[src/oatr_pkg.sv]
// oatr_pkg: constants shared by the output arbiter and threshold registers
// assumes a 125 MHz system clock and 9-bit register offsets
package oatr_pkg;
    // -----------------------------------------------------------------
    // register offsets
    // -----------------------------------------------------------------
    localparam logic [8:0]  OFS_HS_DS       = 9'h18A;
    localparam logic [8:0]  OFS_HS_SRC      = 9'h18B;
    localparam logic [8:0]  OFS_LS_DS_A     = 9'h18C;
    localparam logic [8:0]  OFS_LS_DS_B     = 9'h18D;
    localparam logic [8:0]  OFS_BOOST_THR   = 9'h19B;
    localparam logic [8:0]  OFS_BOOST_GRANT = 9'h19C;
    localparam logic [8:0]  OFS_BOOST_FILT  = 9'h19D;

    // -----------------------------------------------------------------
    // sizes and field positions
    // -----------------------------------------------------------------
    localparam int          NCORE      = 4;
    localparam int          NHS        = 5;
    localparam int          NLS        = 6;
    localparam int          NOUT       = 11;
    localparam int          THR_W      = 3;
    localparam int          BOOST_W    = 8;
    localparam int          FLT_LEN_W  = 12;
    localparam int          FLT_POL    = 12;
    localparam int          OC_TRIM_W  = 6;
    localparam int          BS_CNT_W   = 23;

    // -----------------------------------------------------------------
    // reset values and threshold codes
    // -----------------------------------------------------------------
    localparam logic [14:0] RST_THR15   = 15'h0000;
    localparam logic [2:0]  RST_THR3    = 3'h0;
    localparam logic [7:0]  RST_BOOST   = 8'h00;
    localparam logic [3:0]  RST_GRANT   = 4'h0;
    localparam logic [12:0] RST_FILT    = 13'h0000;
    localparam logic [2:0]  SRC_THR_LOW  = 3'h1;
    localparam logic [2:0]  SRC_THR_HIGH = 3'h2;

    // -----------------------------------------------------------------
    // timing
    // -----------------------------------------------------------------
    localparam int CLK_PERIOD_NS = 8;
    localparam int BS_TIMER_MS   = 36;
    localparam int BS_TIMER_CYC  = BS_TIMER_MS * 1000000 / CLK_PERIOD_NS;
    localparam int OC_SETTLE_NS  = 40;
    localparam int OC_SETTLE_CYC = (OC_SETTLE_NS + CLK_PERIOD_NS - 1)
                                   / CLK_PERIOD_NS;

    // offset compensation sequencer
    typedef enum logic [1:0] {
        OC_IDLE = 2'b00,
        OC_SET  = 2'b01,
        OC_WAIT = 2'b10,
        OC_DONE = 2'b11
    } oatr_oc_state_t;
endpackage

[src/oatr_regs.sv]
// oatr_regs: output arbiter, diagnosis, offset compensation, boost
// filter and drain-source / source threshold registers
// assumes all inputs synchronous to CLK; cores 0..3 are uc0ch1, uc1ch1,
// uc0ch2, uc1ch2; outputs 0..4 are hs1..hs5, 5..10 are ls1..ls6
//
// Contract
// - merge the four cores' output commands into one set for the drivers.
// - start pins, comparator and current feedback go to all cores unchanged.
// - diagnose outputs by comparing merged commands with voltage feedback.
// - on core request, run trim sequence cancelling amplifier input offset.
// - boost threshold written by host and by cores, cores gated by grants.
// - boost limit level is eight bits and drives the boost monitor.
// - each grant bit, active high, lets one core write boost threshold.
// - boost monitor gets end-of-line offset applied without core action.
// - policy 0: a sample against the trend clears the filter counter.
// - policy 1: a sample against the trend decrements the filter counter.
// - twelve-bit debounce sets filter time to clock period times value+1.
// - every drain-source and source threshold is its own three-bit field.
// - core changes a threshold field only with access right to its output.
// - reading source thresholds returns effective, init-masked values.
// - core backdoor writes to boost threshold have no effect.
// - core backdoor filter writes apply only with boost grant held.
// - during bootstrap init source threshold is low, then high at 36 ms.
`timescale 1ns/10ps
`default_nettype none
module oatr_regs
    import oatr_pkg::*;
#(
    parameter int BS_TIMER_CYCLES = oatr_pkg::BS_TIMER_CYC
) (
    input  wire  logic                  CLK,
    input  wire  logic                  NRST,
    input  wire  logic                  SPI_WR,
    input  wire  logic                  SPI_RD,
    input  wire  logic [8:0]            SPI_ADDR,
    input  wire  logic [15:0]           SPI_WDATA,
    output logic       [15:0]           SPI_RDATA,
    input  wire  logic [3:0]            BD_WR,
    input  wire  logic [3:0][7:0]       BD_ADDR,
    input  wire  logic [3:0][15:0]      BD_WDATA,
    input  wire  logic [3:0]            CORE_BOOST_WR,
    input  wire  logic [3:0][7:0]       CORE_BOOST_DATA,
    input  wire  logic [3:0][10:0]      OUTPUT_ACCESS_RIGHTS,
    input  wire  logic [3:0][10:0]      CORE_OUT_CMD,
    output logic       [10:0]           OUT_DRIVE,
    input  wire  logic [10:0]           VDS_FBK,
    output logic       [10:0]           DIAG_FAULT,
    input  wire  logic [5:0]            START_INPUT_PINS,
    input  wire  logic [10:0]           CMP_FBK,
    input  wire  logic [3:0]            CUR_FBK,
    output logic       [3:0][5:0]       CORE_START,
    output logic       [3:0][10:0]      CORE_CMP_FBK,
    output logic       [3:0][3:0]       CORE_CUR_FBK,
    input  wire  logic [3:0]            CORE_OC_REQ,
    input  wire  logic                  AMP_HIGH,
    output logic       [5:0]            OC_TRIM,
    output logic                        OC_BUSY,
    output logic                        OC_DONE,
    input  wire  logic [3:0]            BOOST_EOL_OFFSET,
    output logic       [7:0]            BOOST_DAC_CODE,
    input  wire  logic                  BOOST_CMP,
    output logic                        BOOST_CMP_FILT,
    input  wire  logic                  UV_VCCP,
    input  wire  logic [4:0]            HS_BS_INIT,
    output logic       [14:0]           HS_DS_LEVEL,
    output logic       [14:0]           HS_SRC_LEVEL,
    output logic       [17:0]           LS_DRAIN_SOURCE_LEVEL
);
    import oatr_pkg::*;

    // -----------------------------------------------------------------
    // helpers
    // -----------------------------------------------------------------
    // widen five per-output rights into a 15-bit field mask
    function automatic logic [14:0] fmask(input logic [4:0] r);
        logic [14:0] m;
        m = '0;
        for (int i = 0; i < 5; i++) begin
            m[i*THR_W +: THR_W] = {THR_W{r[i]}};
        end
        return m;
    endfunction

    // merge masked new data into an old value
    function automatic logic [14:0] mrg(input logic [14:0] o,
                                        input logic [14:0] n,
                                        input logic [14:0] m);
        return (o & ~m) | (n & m);
    endfunction

    logic [14:0]          hs_ds_q, hs_src_q, ls_a_q;
    logic [2:0]           ls_b_q;
    logic [7:0]           boost_thr_q;
    logic [3:0]           grants_q;
    logic [12:0]          filt_q;
    logic [14:0]          eff_src;
    logic                 bs_done_q;
    logic [BS_CNT_W-1:0]  bs_cnt_q;

    // -----------------------------------------------------------------
    // threshold registers
    // -----------------------------------------------------------------
    // cores in order, host last so a host write wins a same-cycle clash
    always_ff @(posedge CLK) begin
        if (!NRST) begin
            hs_ds_q  <= RST_THR15;
            hs_src_q <= RST_THR15;
            ls_a_q   <= RST_THR15;
            ls_b_q   <= RST_THR3;
        end else begin
            logic [14:0] hd, hsr, la;
            logic [2:0]  lb;
            hd  = hs_ds_q;
            hsr = hs_src_q;
            la  = ls_a_q;
            lb  = ls_b_q;
            for (int c = 0; c < NCORE; c++) begin
                if (BD_WR[c]) begin
                    // per-field access right gating
                    if (BD_ADDR[c] == OFS_HS_DS[7:0])
                        hd = mrg(hd, BD_WDATA[c][14:0],
                                 fmask(OUTPUT_ACCESS_RIGHTS[c][4:0]));
                    if (BD_ADDR[c] == OFS_HS_SRC[7:0])
                        hsr = mrg(hsr, BD_WDATA[c][14:0],
                                  fmask(OUTPUT_ACCESS_RIGHTS[c][4:0]));
                    if (BD_ADDR[c] == OFS_LS_DS_A[7:0])
                        la = mrg(la, BD_WDATA[c][14:0],
                                 fmask(OUTPUT_ACCESS_RIGHTS[c][9:5]));
                    if (BD_ADDR[c] == OFS_LS_DS_B[7:0]
                        && OUTPUT_ACCESS_RIGHTS[c][10])
                        lb = BD_WDATA[c][2:0];
                end
            end
            // host writes all fields, reserved bit dropped
            if (SPI_WR) begin
                if (SPI_ADDR == OFS_HS_DS)   hd  = SPI_WDATA[14:0];
                if (SPI_ADDR == OFS_HS_SRC)  hsr = SPI_WDATA[14:0];
                if (SPI_ADDR == OFS_LS_DS_A) la  = SPI_WDATA[14:0];
                if (SPI_ADDR == OFS_LS_DS_B) lb  = SPI_WDATA[2:0];
            end
            hs_ds_q  <= hd;
            hs_src_q <= hsr;
            ls_a_q   <= la;
            ls_b_q   <= lb;
        end
    end

    // -----------------------------------------------------------------
    // boost threshold, grants and filter setup
    // -----------------------------------------------------------------
    // direct core writes by grant, backdoor path has no entry
    always_ff @(posedge CLK) begin
        if (!NRST) begin
            boost_thr_q <= RST_BOOST;
        end else if (SPI_WR && SPI_ADDR == OFS_BOOST_THR) begin
            boost_thr_q <= SPI_WDATA[BOOST_W-1:0];
        end else begin
            for (int c = 0; c < NCORE; c++) begin
                if (CORE_BOOST_WR[c] && grants_q[c])
                    boost_thr_q <= CORE_BOOST_DATA[c];
            end
        end
    end

    // grants are host-only
    always_ff @(posedge CLK) begin
        if (!NRST) begin
            grants_q <= RST_GRANT;
        end else if (SPI_WR && SPI_ADDR == OFS_BOOST_GRANT) begin
            grants_q <= SPI_WDATA[3:0];
        end
    end

    // filter setup, backdoor needs the core's boost grant
    always_ff @(posedge CLK) begin
        if (!NRST) begin
            filt_q <= RST_FILT;
        end else if (SPI_WR && SPI_ADDR == OFS_BOOST_FILT) begin
            filt_q <= SPI_WDATA[12:0];
        end else begin
            for (int c = 0; c < NCORE; c++) begin
                if (BD_WR[c] && BD_ADDR[c] == OFS_BOOST_FILT[7:0]
                    && grants_q[c])
                    filt_q <= BD_WDATA[c][12:0];
            end
        end
    end

    // -----------------------------------------------------------------
    // bootstrap init timer and effective source thresholds
    // -----------------------------------------------------------------
    // runs once vccp leaves undervoltage, stops at end of count
    always_ff @(posedge CLK) begin
        if (!NRST || UV_VCCP) begin
            bs_cnt_q  <= '0;
            bs_done_q <= 1'b0;
        end else if (!bs_done_q) begin
            bs_cnt_q  <= bs_cnt_q + 1'b1;
            bs_done_q <= (bs_cnt_q == BS_CNT_W'(BS_TIMER_CYCLES - 1));
        end
    end

    // init masking of source thresholds
    always_comb begin
        for (int i = 0; i < NHS; i++) begin
            if (HS_BS_INIT[i])
                eff_src[i*THR_W +: THR_W] = bs_done_q ? SRC_THR_HIGH
                                                      : SRC_THR_LOW;
            else
                eff_src[i*THR_W +: THR_W] = hs_src_q[i*THR_W +: THR_W];
        end
    end

    // -----------------------------------------------------------------
    // register readback
    // -----------------------------------------------------------------
    // one cycle latency, unmapped and reserved bits zero
    always_ff @(posedge CLK) begin
        if (!NRST) begin
            SPI_RDATA <= 16'h0000;
        end else if (SPI_RD) begin
            case (SPI_ADDR)
                OFS_HS_DS:       SPI_RDATA <= {1'b0, hs_ds_q};
                OFS_HS_SRC:      SPI_RDATA <= {1'b0, eff_src};
                OFS_LS_DS_A:     SPI_RDATA <= {1'b0, ls_a_q};
                OFS_LS_DS_B:     SPI_RDATA <= {13'h0000, ls_b_q};
                OFS_BOOST_THR:   SPI_RDATA <= {8'h00, boost_thr_q};
                OFS_BOOST_GRANT: SPI_RDATA <= {12'h000, grants_q};
                OFS_BOOST_FILT:  SPI_RDATA <= {3'h0, filt_q};
                default:         SPI_RDATA <= 16'h0000;
            endcase
        end
    end

    // thresholds to the comparators
    always_ff @(posedge CLK) begin
        if (!NRST) begin
            HS_DS_LEVEL           <= RST_THR15;
            HS_SRC_LEVEL          <= RST_THR15;
            LS_DRAIN_SOURCE_LEVEL <= 18'h00000;
        end else begin
            HS_DS_LEVEL           <= hs_ds_q;
            HS_SRC_LEVEL          <= eff_src;
            LS_DRAIN_SOURCE_LEVEL <= {ls_b_q, ls_a_q};
        end
    end

    // -----------------------------------------------------------------
    // boost monitor level with end-of-line trim
    // -----------------------------------------------------------------
    // signed trim added with saturation, no core involvement
    always_ff @(posedge CLK) begin
        if (!NRST) begin
            BOOST_DAC_CODE <= RST_BOOST;
        end else begin
            logic signed [9:0] s;
            s = $signed({2'b00, boost_thr_q})
                + $signed({{6{BOOST_EOL_OFFSET[3]}}, BOOST_EOL_OFFSET});
            if (s < 0)
                BOOST_DAC_CODE <= 8'h00;
            else if (s > 10'sd255)
                BOOST_DAC_CODE <= 8'hFF;
            else
                BOOST_DAC_CODE <= s[7:0];
        end
    end

    // -----------------------------------------------------------------
    // boost comparator filter
    // -----------------------------------------------------------------
    logic [11:0] flt_cnt_q;
    // counts samples against the filtered state; flips after value+1
    always_ff @(posedge CLK) begin
        if (!NRST) begin
            flt_cnt_q      <= 12'h000;
            BOOST_CMP_FILT <= 1'b0;
        end else if (BOOST_CMP != BOOST_CMP_FILT) begin
            if (flt_cnt_q == filt_q[FLT_LEN_W-1:0]) begin
                BOOST_CMP_FILT <= BOOST_CMP;
                flt_cnt_q      <= 12'h000;
            end else begin
                flt_cnt_q <= flt_cnt_q + 12'h001;
            end
        end else if (!filt_q[FLT_POL]) begin
            flt_cnt_q <= 12'h000;
        end else if (flt_cnt_q != 12'h000) begin
            flt_cnt_q <= flt_cnt_q - 12'h001;
        end
    end

    // -----------------------------------------------------------------
    // output merge, diagnosis, input fan-out
    // -----------------------------------------------------------------
    logic [10:0] merged;
    // each core drives only outputs it holds rights
    always_comb begin
        merged = 11'h000;
        for (int c = 0; c < NCORE; c++) begin
            merged = merged | (CORE_OUT_CMD[c] & OUTPUT_ACCESS_RIGHTS[c]);
        end
    end

    // merged drive, fault when on but drain-source stays high
    always_ff @(posedge CLK) begin
        if (!NRST) begin
            OUT_DRIVE  <= 11'h000;
            DIAG_FAULT <= 11'h000;
        end else begin
            OUT_DRIVE  <= merged;
            DIAG_FAULT <= OUT_DRIVE & VDS_FBK;
        end
    end

    // same inputs to every core, no arbitration
    always_ff @(posedge CLK) begin
        if (!NRST) begin
            CORE_START   <= '0;
            CORE_CMP_FBK <= '0;
            CORE_CUR_FBK <= '0;
        end else begin
            CORE_START   <= {NCORE{START_INPUT_PINS}};
            CORE_CMP_FBK <= {NCORE{CMP_FBK}};
            CORE_CUR_FBK <= {NCORE{CUR_FBK}};
        end
    end

    // -----------------------------------------------------------------
    // offset compensation sequencer
    // -----------------------------------------------------------------
    oatr_oc_state_t oc_q;
    logic [2:0]     oc_bit_q;
    logic [3:0]     oc_wait_q;
    // successive approximation of the trim, msb first
    always_ff @(posedge CLK) begin
        if (!NRST) begin
            oc_q      <= OC_IDLE;
            oc_bit_q  <= 3'h0;
            oc_wait_q <= 4'h0;
            OC_TRIM   <= 6'h00;
        end else begin
            case (oc_q)
                OC_IDLE: if (|CORE_OC_REQ) begin
                    OC_TRIM  <= 6'h00;
                    oc_bit_q <= 3'(OC_TRIM_W - 1);
                    oc_q     <= OC_SET;
                end
                OC_SET: begin
                    OC_TRIM[oc_bit_q] <= 1'b1;
                    oc_wait_q <= 4'(OC_SETTLE_CYC);
                    oc_q      <= OC_WAIT;
                end
                OC_WAIT: begin
                    if (oc_wait_q != 4'h0) begin
                        oc_wait_q <= oc_wait_q - 4'h1;
                    end else begin
                        if (AMP_HIGH) OC_TRIM[oc_bit_q] <= 1'b0;
                        if (oc_bit_q == 3'h0) begin
                            oc_q <= oatr_pkg::OC_DONE;
                        end else begin
                            oc_bit_q <= oc_bit_q - 3'h1;
                            oc_q     <= OC_SET;
                        end
                    end
                end
                oatr_pkg::OC_DONE: oc_q <= OC_IDLE;
                default: oc_q <= OC_IDLE;
            endcase
        end
    end

    assign OC_BUSY = (oc_q != OC_IDLE);
    assign OC_DONE = (oc_q == oatr_pkg::OC_DONE);

    // -----------------------------------------------------------------
    // assertions
    // -----------------------------------------------------------------
    localparam int OC_MAX = 60;
endmodule
`default_nettype wire

[config.mk]
export PLATFORM = sky130hd
export DESIGN_NAME = oatr_regs
export DESIGN_NICKNAME = d
export VERILOG_FILES = /design/src/oatr_pkg.sv /design/src/oatr_regs.sv
export SDC_FILE = /design/constraint.sdc
export NUM_CORES = 1
export LEC_CHECK = 0
export BUFFER_PORTS_ARGS = -buffer_cell sky130_fd_sc_hd__buf_2
export CAP_MARGIN = 25
export CORE_UTILIZATION = 35
export CTS_CLUSTER_DIAMETER = 40
export DETAILED_ROUTE_END_ITERATION = 10
export PLACE_DENSITY = 0.72
export SETUP_SLACK_MARGIN = 0.3
export SYNTH_ARGS = -nofsm -noshare
export SYNTH_HDL_FRONTEND = slang
export SYNTH_SLANG_ARGS = --single-unit
[constraint.sdc]
create_clock -name CLK -period 2.1 [get_ports CLK]
set_clock_uncertainty 0.1 [all_clocks]
set_input_delay 0.42 -clock CLK [delete_from_list [all_inputs] [get_ports CLK]]
set_output_delay 0.42 -clock CLK [all_outputs]
set_load 0.01 [all_outputs]
==> impl_results.md, run 1 <==
* Yosys reg bits at 239
* Die area at 41,000 um2
* Initial Util at 0.354
* Initial antenna violation count at 16
* Synthesized net count at 2,037
* Total CTS buffers at 48
* Worst-margin pin slew at 0.654 ns
* Final Hold Fails at 0
* EDFF count, synth at 0
* Setup_tns at 0 ns
* Die Span X at 203 um
* Reg-to-reg endpoint: OC_TRIM[4]
* Slew Limit Fails at 0
* TritonCTS clock tree: built
* Synth unique cells at 85
* Clock share of power at 0.542
* Most frequent cells in the layout: buf_2, dfxtp_1, buf_4
* Post-Route WL at 66,800 um
* CP arrival at 2.40 ns
* Psw at 0.00385 W
* Area Growth Syn to Fin at 50.8%
* Post-route clock period utilization at 0.973
* Chip Height at 203 um
* Vias in the first global route at 16,073
* Leak pwr at 9.25 nW
* Seq pwr share at 0.329
* Worst skew pair latency at 0.58 ns
* WHS Endpoint: HS_SRC_LEVEL[2]
* Required time of the critical path at 2.46 ns
* Switching share of power at 0.266
* CP Capture Type: flop
* Root buf cell: clkbuf_16
* Logic pwr share at 0.129
* First-pass GRT wire length at 96,500 um
* Via density per instance at 5.78
* DRT iter0 DRCs at 1,313
* Port Buffers at 481
* DR pass1 iterations at 6
* Vias after detailed routing at 16,767
* Int Pwr at 0.0106 W
* Max-slew headroom at 0.564
* Routability cong. at 0.982
* Leading cell type in the layout, fill and taps excluded: buf_2
* Post-Layout Inst Area at 21,200 um2
* Gr usage total at 0.308
* Yosys warnings at 0
* Post-route ant nets at 0
* Min cycle time layout at 2.04 ns
* Max FO, Critical Path at 7
* Drt drc at 0
* Mapped Cells at 1,715
* Syn avg cell area at 8.21 um2
* Min-delay worst type: in -> reg
* Grt total ovfl at 0
* Dpl cells at 2,740
* # clock sinks at 239
* Share of cells above drive strength 1 at 0.421
* HP Start: HS_BS_INIT[0]
* Placed instance area at 18,300 um2
* Setup ws final at 0.0577 ns
* Largest net degree at the start of global routing at 56
* Worst Hold Depth at 2
* Post-synthesis sequential area ratio at 0.340
* Post-synth design cell area at 14,100 um2
* Non-filler cells, final at 2,899
* CTS Buffer Depth at 3
* Final layout net count at 2,653
* Status: finished, final reports clean
* Max VDD drop at 0.575 mV
* Critical setup path kind: reg -> reg
* R2r startpoint: oc_wait_q[0]
* PD cells at 680 nW/um2
* Type of origin of the critical path: flop
* I/O pin total at 488
* Reg2Reg Depth at 8
* Num rows at 73
* DP Worst Slack at -0.207 ns
* Max Freq at 0.490 GHz
* RSZ-0062 raised after global routing: true
* Dominant synthesized flop cell: dfxtp_1
* HPWL after detailed placement at 50,600 um
* Final setup fails at 0
* CTS H-Tree Depth at 2
* Average wire per standard cell at 23.0 um
* CORE AREA at 39,700 um2
* Reg2reg setup slack at 0.06 ns
* Hold_ws at 0.0255 ns
* Clock-pin slew on the worst setup and hold paths at 0.05 ns
* Post-synth ARST share at 0
* Max-cap violation count at 0
[logic make-up (layout without fill, tap and decap cells)]
logic type | Yosys count | in the layout | share of synthesized area
other | 1 | 7 | 0.000266
AO/OA/AOI/OAI | 511 | 511 | 0.251
adder cells (fa/ha/maj) | 21 | 21 | 0.0192
buffers and inverters | 204 | 857 | 0.0775
multiplexers | 51 | 51 | 0.0363
AND/OR/NAND/NOR | 653 | 653 | 0.254
flip-flops | 239 | 239 | 0.340
XOR/XNOR | 35 | 35 | 0.0218
[worst max-delay path, stage by stage, from the launching register on]
cell,delay (ns)
dfxtp_2,0.32
inv_2,0.07
ha_4,0.12
or3b_4,0.38
a22oi_2,0.19
nor3b_4,0.25
buf_6,0.18
a31oi_1,0.09
a211oi_1,0.25
[flip-flops by register name, summed over array words and instances (netlist names), 6 cells and up]
register / flops
flt_cnt_q: 12
hs_ds_q: 15
CORE_CMP_FBK: 11
OUT_DRIVE: 11
CORE_START: 6
SPI_RDATA: 15
boost_thr_q: 8
hs_src_q: 15
OC_TRIM: 6
ls_a_q: 15
HS_SRC_LEVEL: 15
DIAG_FAULT: 11
bs_cnt_q: 23
LS_DRAIN_SOURCE_LEVEL: 18
BOOST_DAC_CODE: 8
HS_DS_LEVEL: 15
filt_q: 13
[layout make-up]
| type | count | area [um2] |
|---|---|---|
| diodes | 6 | 15.0 |
| clock buffers | 57 | 1290 |
| clock inverters | 30 | 359 |
| fillers | 3597 | 18500 |
| inverters | 32 | 123 |
| multi-input cells | 1272 | 9180 |
| flip-flops and latches | 239 | 4840 |
| well taps | 525 | 657 |
| repair buffers | 738 | 4780 |
[routing by layer]
| metal | GRT usage | part of all wire |
|---|---|---|
| met1 | 0.379 | 0.39 |
| met2 | 0.517 | 0.47 |
| met3 | 0.0700 | 0.098 |
| met4 | 0.128 | 0.036 |
| met5 | 0 | 0.0015 |
[through the flow]
stage,utilization,total power (W)
6_report,0.535,0.0145
3_3_place_gp,0.459,0.00635
3_5_place_dp,0.459,0.00639
2_1_floorplan,-,0.00557
5_1_grt,0.534,0.0149
4_1_cts,0.516,0.0144
[worst max-delay path by stage]
| stage | startpoint | end | slack [ns] | cells after the start |
|---|---|---|---|---|
| floorplan | BD_ADDR[13] | hs_ds_q[12] | 0.10 | 9 |
| global placement | BD_ADDR[13] | filt_q[9] | -0.17 | 8 |
| detailed placement | BD_ADDR[13] | filt_q[9] | -0.21 | 8 |
| CTS | boost_thr_q[0] | BOOST_DAC_CODE[4] | 0.07 | 8 |
| global route | oc_wait_q[0] | OC_TRIM[4] | -0.02 | 8 |
| finish | oc_wait_q[0] | OC_TRIM[4] | 0.06 | 8 |
[power by group through the flow]
stage / clock network, W / logic, W / registers [W]
finish: 0.00784 / 0.00186 / 0.00476
global route: 0.00818 / 0.00198 / 0.00476
CTS: 0.00795 / 0.00170 / 0.00475
detailed placement: 0 / 0.00156 / 0.00483
global placement: 0 / 0.00153 / 0.00483
floorplan: 0 / 0.000738 / 0.00483
[cells in the mapped netlist, types with 5 or more instances]
cell type	count	area [um2]
a22oi_1	48	360
o211ai_1	20	150
o21a_1	13	97.6
and4b_1	7	70.1
nor2b_1	15	93.8
nor2_1	142	533
nand4_1	18	113
a21o_1	11	82.6
a211oi_1	48	360
nor3_1	57	285
o22a_1	7	61.3
buf_2	31	155
nand2_1	114	428
a311oi_1	8	70.1
o2bb2ai_1	14	123
clkbuf_1	59	221
mux2i_1	50	500
inv_1	32	120
and2_0	5	31.3
nor3b_1	11	82.6
buf_4	68	510
and2_1	73	457
a221oi_1	20	175
a21boi_0	14	105
a211o_1	15	131
ha_1	20	250
xor2_1	14	123
nand3_1	40	200
o21ai_0	73	365
a21oi_1	106	531
dfxtp_1	239	4780
or3_1	26	163
nand2b_1	15	93.8
buf_1	9	33.8
xnor2_1	21	184
o32ai_1	14	123
a31oi_1	13	81.3
o221ai_1	10	87.6
a22o_1	21	184
and3_1	56	350
o31a_1	5	43.8
nand4b_1	12	105
o22ai_1	20	125
nand3b_1	5	37.5
nor4_1	8	50.1
[repair_timing]
action	in CTS	in global routing
resized for setup	60	127
hold buffers	34	0
cloned	0	3
pin swaps	25	41
buffers inserted	14	15
hold endpoints to repair	34	0
endpoints found under the setup margin	58	69
Note: power is estimated with default switching activity, not from simulation.
==> inputs of run 2 (changes only) <==
Settings changed: CAP_MARGIN 25 to default, CTS_BUF_LIST from default to sky130_fd_sc_hd__clkbuf_4 sky130_fd_sc_hd__clkbuf_8.
==> run 2 against run 1 <==
Effect of this change:
- routed wire length down 0.58%
- core utilization decreased by 0.80 points
- combinational power about the same
- global-route usage grew 0.16 points
- largest power group unchanged
==> impl_results.md, run 2 (synthesis gave the netlist of run 1 again) <==
* Status: finished, final reports clean
* Total CTS buffers at 50
* Int Pwr at 0.00919 W
* Psw at 0.00342 W
* Most frequent cells in the layout: buf_2, dfxtp_1, buf_4
* Leak pwr at 9.14 nW
* Logic pwr share at 0.148
* Fin util at 0.527
* Required time of the critical path at 2.53 ns
* Slew Limit Fails at 0
* Dpl cells at 2,740
* Max-slew headroom at 0.539
* CTS H-Tree Depth at 2
* Vias after detailed routing at 16,721
* CP arrival at 2.45 ns
* Clock share of power at 0.475
* Initial Util at 0.354
* Die Span X at 203 um
* Worst-margin pin slew at 0.692 ns
* Worst skew pair latency at 0.65 ns
* Initial antenna violation count at 14
* Seq pwr share at 0.376
* Grt total ovfl at 0
* First-pass GRT wire length at 97,000 um
* Total power at 0.0126 W
* Max reg flops at 23
* Vias in the first global route at 16,300
* Num rows at 73
* Switching share of power at 0.271
* Register bank with the most flops: bs_cnt_q
* Min cycle time layout at 2.02 ns
* Chip Height at 203 um
* Root buf cell: clkbuf_8
* TritonCTS clock tree: built
* I/O pin total at 488
* Non-filler cells, final at 2,925
* Min-delay worst type: in -> reg
* CTS Buffer Depth at 3
* Critical setup path kind: reg -> reg
* DP Worst Slack at -0.207 ns
* Clock-pin slew on the worst setup and hold paths at 0.06 ns
* Max FO, Critical Path at 7
* Share of cells above drive strength 1 at 0.415
* DRT iter0 DRCs at 1,186
* RSZ-0062 raised after global routing: true
* Port Buffers at 481
* Setup ws final at 0.0837 ns
* Average wire per standard cell at 22.7 um
* Max VDD drop at 0.446 mV
* Post-Route WL at 66,400 um
* Post-route clock period utilization at 0.960
* HPWL after detailed placement at 50,600 um
* CP Capture Type: flop
* Final Hold Fails at 0
* Type of origin of the critical path: flop
* Gr usage total at 0.310
* Largest net degree at the start of global routing at 56
* CORE AREA at 39,700 um2
* Leading cell type in the layout, fill and taps excluded: buf_2
* Final layout net count at 2,680
* DR pass1 iterations at 6
* Top Registers: bs_cnt_q x23, LS_DRAIN_SOURCE_LEVEL x18
* Final setup fails at 0
* Setup_tns at 0 ns
* PD cells at 603 nW/um2
* # clock sinks at 239
* Via density per instance at 5.72
* Drt drc at 0
* Post-route ant nets at 0
* Max-cap violation count at 0
* Area Growth Syn to Fin at 48.6%
* Max Freq at 0.496 GHz
* Routability cong. at 0.982
* Die area at 41,000 um2
[run 2: cell types whose count changed in the layout (fill, tap and decap cells not counted), moves of 5 or more]
cell | before | now
clkbuf_1 | 5 | 0
clkbuf_16 | 50 | 0
clkbuf_4 | 0 | 8
clkbuf_8 | 3 | 59
dlygate4sd3_1 | 34 | 60
inv_6 | 7 | 1
[run 2: power groups by stage]
| stage | logic (W) | clock network [W] | registers (W) |
|---|---|---|---|
| after global placement | 0.00153 | 0 | 0.00483 |
| after floorplan | 0.000738 | 0 | 0.00483 |
| after CTS | 0.00176 | 0.00608 | 0.00474 |
| after global routing | 0.00199 | 0.00632 | 0.00476 |
| final | 0.00187 | 0.00599 | 0.00475 |
| after detailed placement | 0.00156 | 0 | 0.00483 |
[run 2: metal layers]
metal	GRT usage	wire, um	up-vias
met5	0	97	-
met4	0.137	2560	14
met3	0.0764	6450	175
met2	0.519	31400	978
met1	0.374	25900	7936
li1	-	-	7618
[run 2: worst max-delay path, stage by stage, from the launching register on]
cell	delay [ns]
dfxtp_2	0.32
inv_2	0.07
ha_4	0.12
or3b_4	0.38
a22oi_2	0.22
nor3b_4	0.25
buf_6	0.16
a31oi_1	0.11
a211oi_2	0.19
[run 2: layout make-up]
class / count / area, um2
antenna: 6 / 15.0
clock buffer: 67 / 872
clock inverter: 21 / 327
fill: 3614 / 18800
inverter: 32 / 125
multi-input combinational: 1272 / 9090
sequential: 239 / 4840
tap: 525 / 657
timing repair buffer: 763 / 5000
[run 2: path summary, 6_finish.rpt]
check | slack (ns) | depth (start not counted) | start | to
worst max-delay path | 0.08 | 8 | oc_wait_q[0] | OC_TRIM[3]
worst min-delay path | 0.02 | 3 | CORE_OUT_CMD[41] | OUT_DRIVE[8]
worst max register to register | 0.08 | 8 | oc_wait_q[0] | OC_TRIM[3]
worst min register to register | 0.36 | 2 | SPI_RDATA[5] | SPI_RDATA[5]
[run 2: repair_timing]
item / CTS / global route
gates cloned: 0 / 1
pin swaps: 24 / 41
buffers inserted: 18 / 12
hold buffers: 60 / 0
endpoints found under the hold margin: 46 / 0
resized for setup: 65 / 97
setup endpoints to repair: 56 / 68
[run 2: metrics by stage]
stage | cell area, um2 | hold slack (ns)
after global placement | 18300 | 0.339
after detailed placement | 18300 | 0.351
final | 20900 | 0.0207
after floorplan | 14500 | 0.346
after CTS | 20400 | 0.00177
after global routing | 20900 | 0.0321
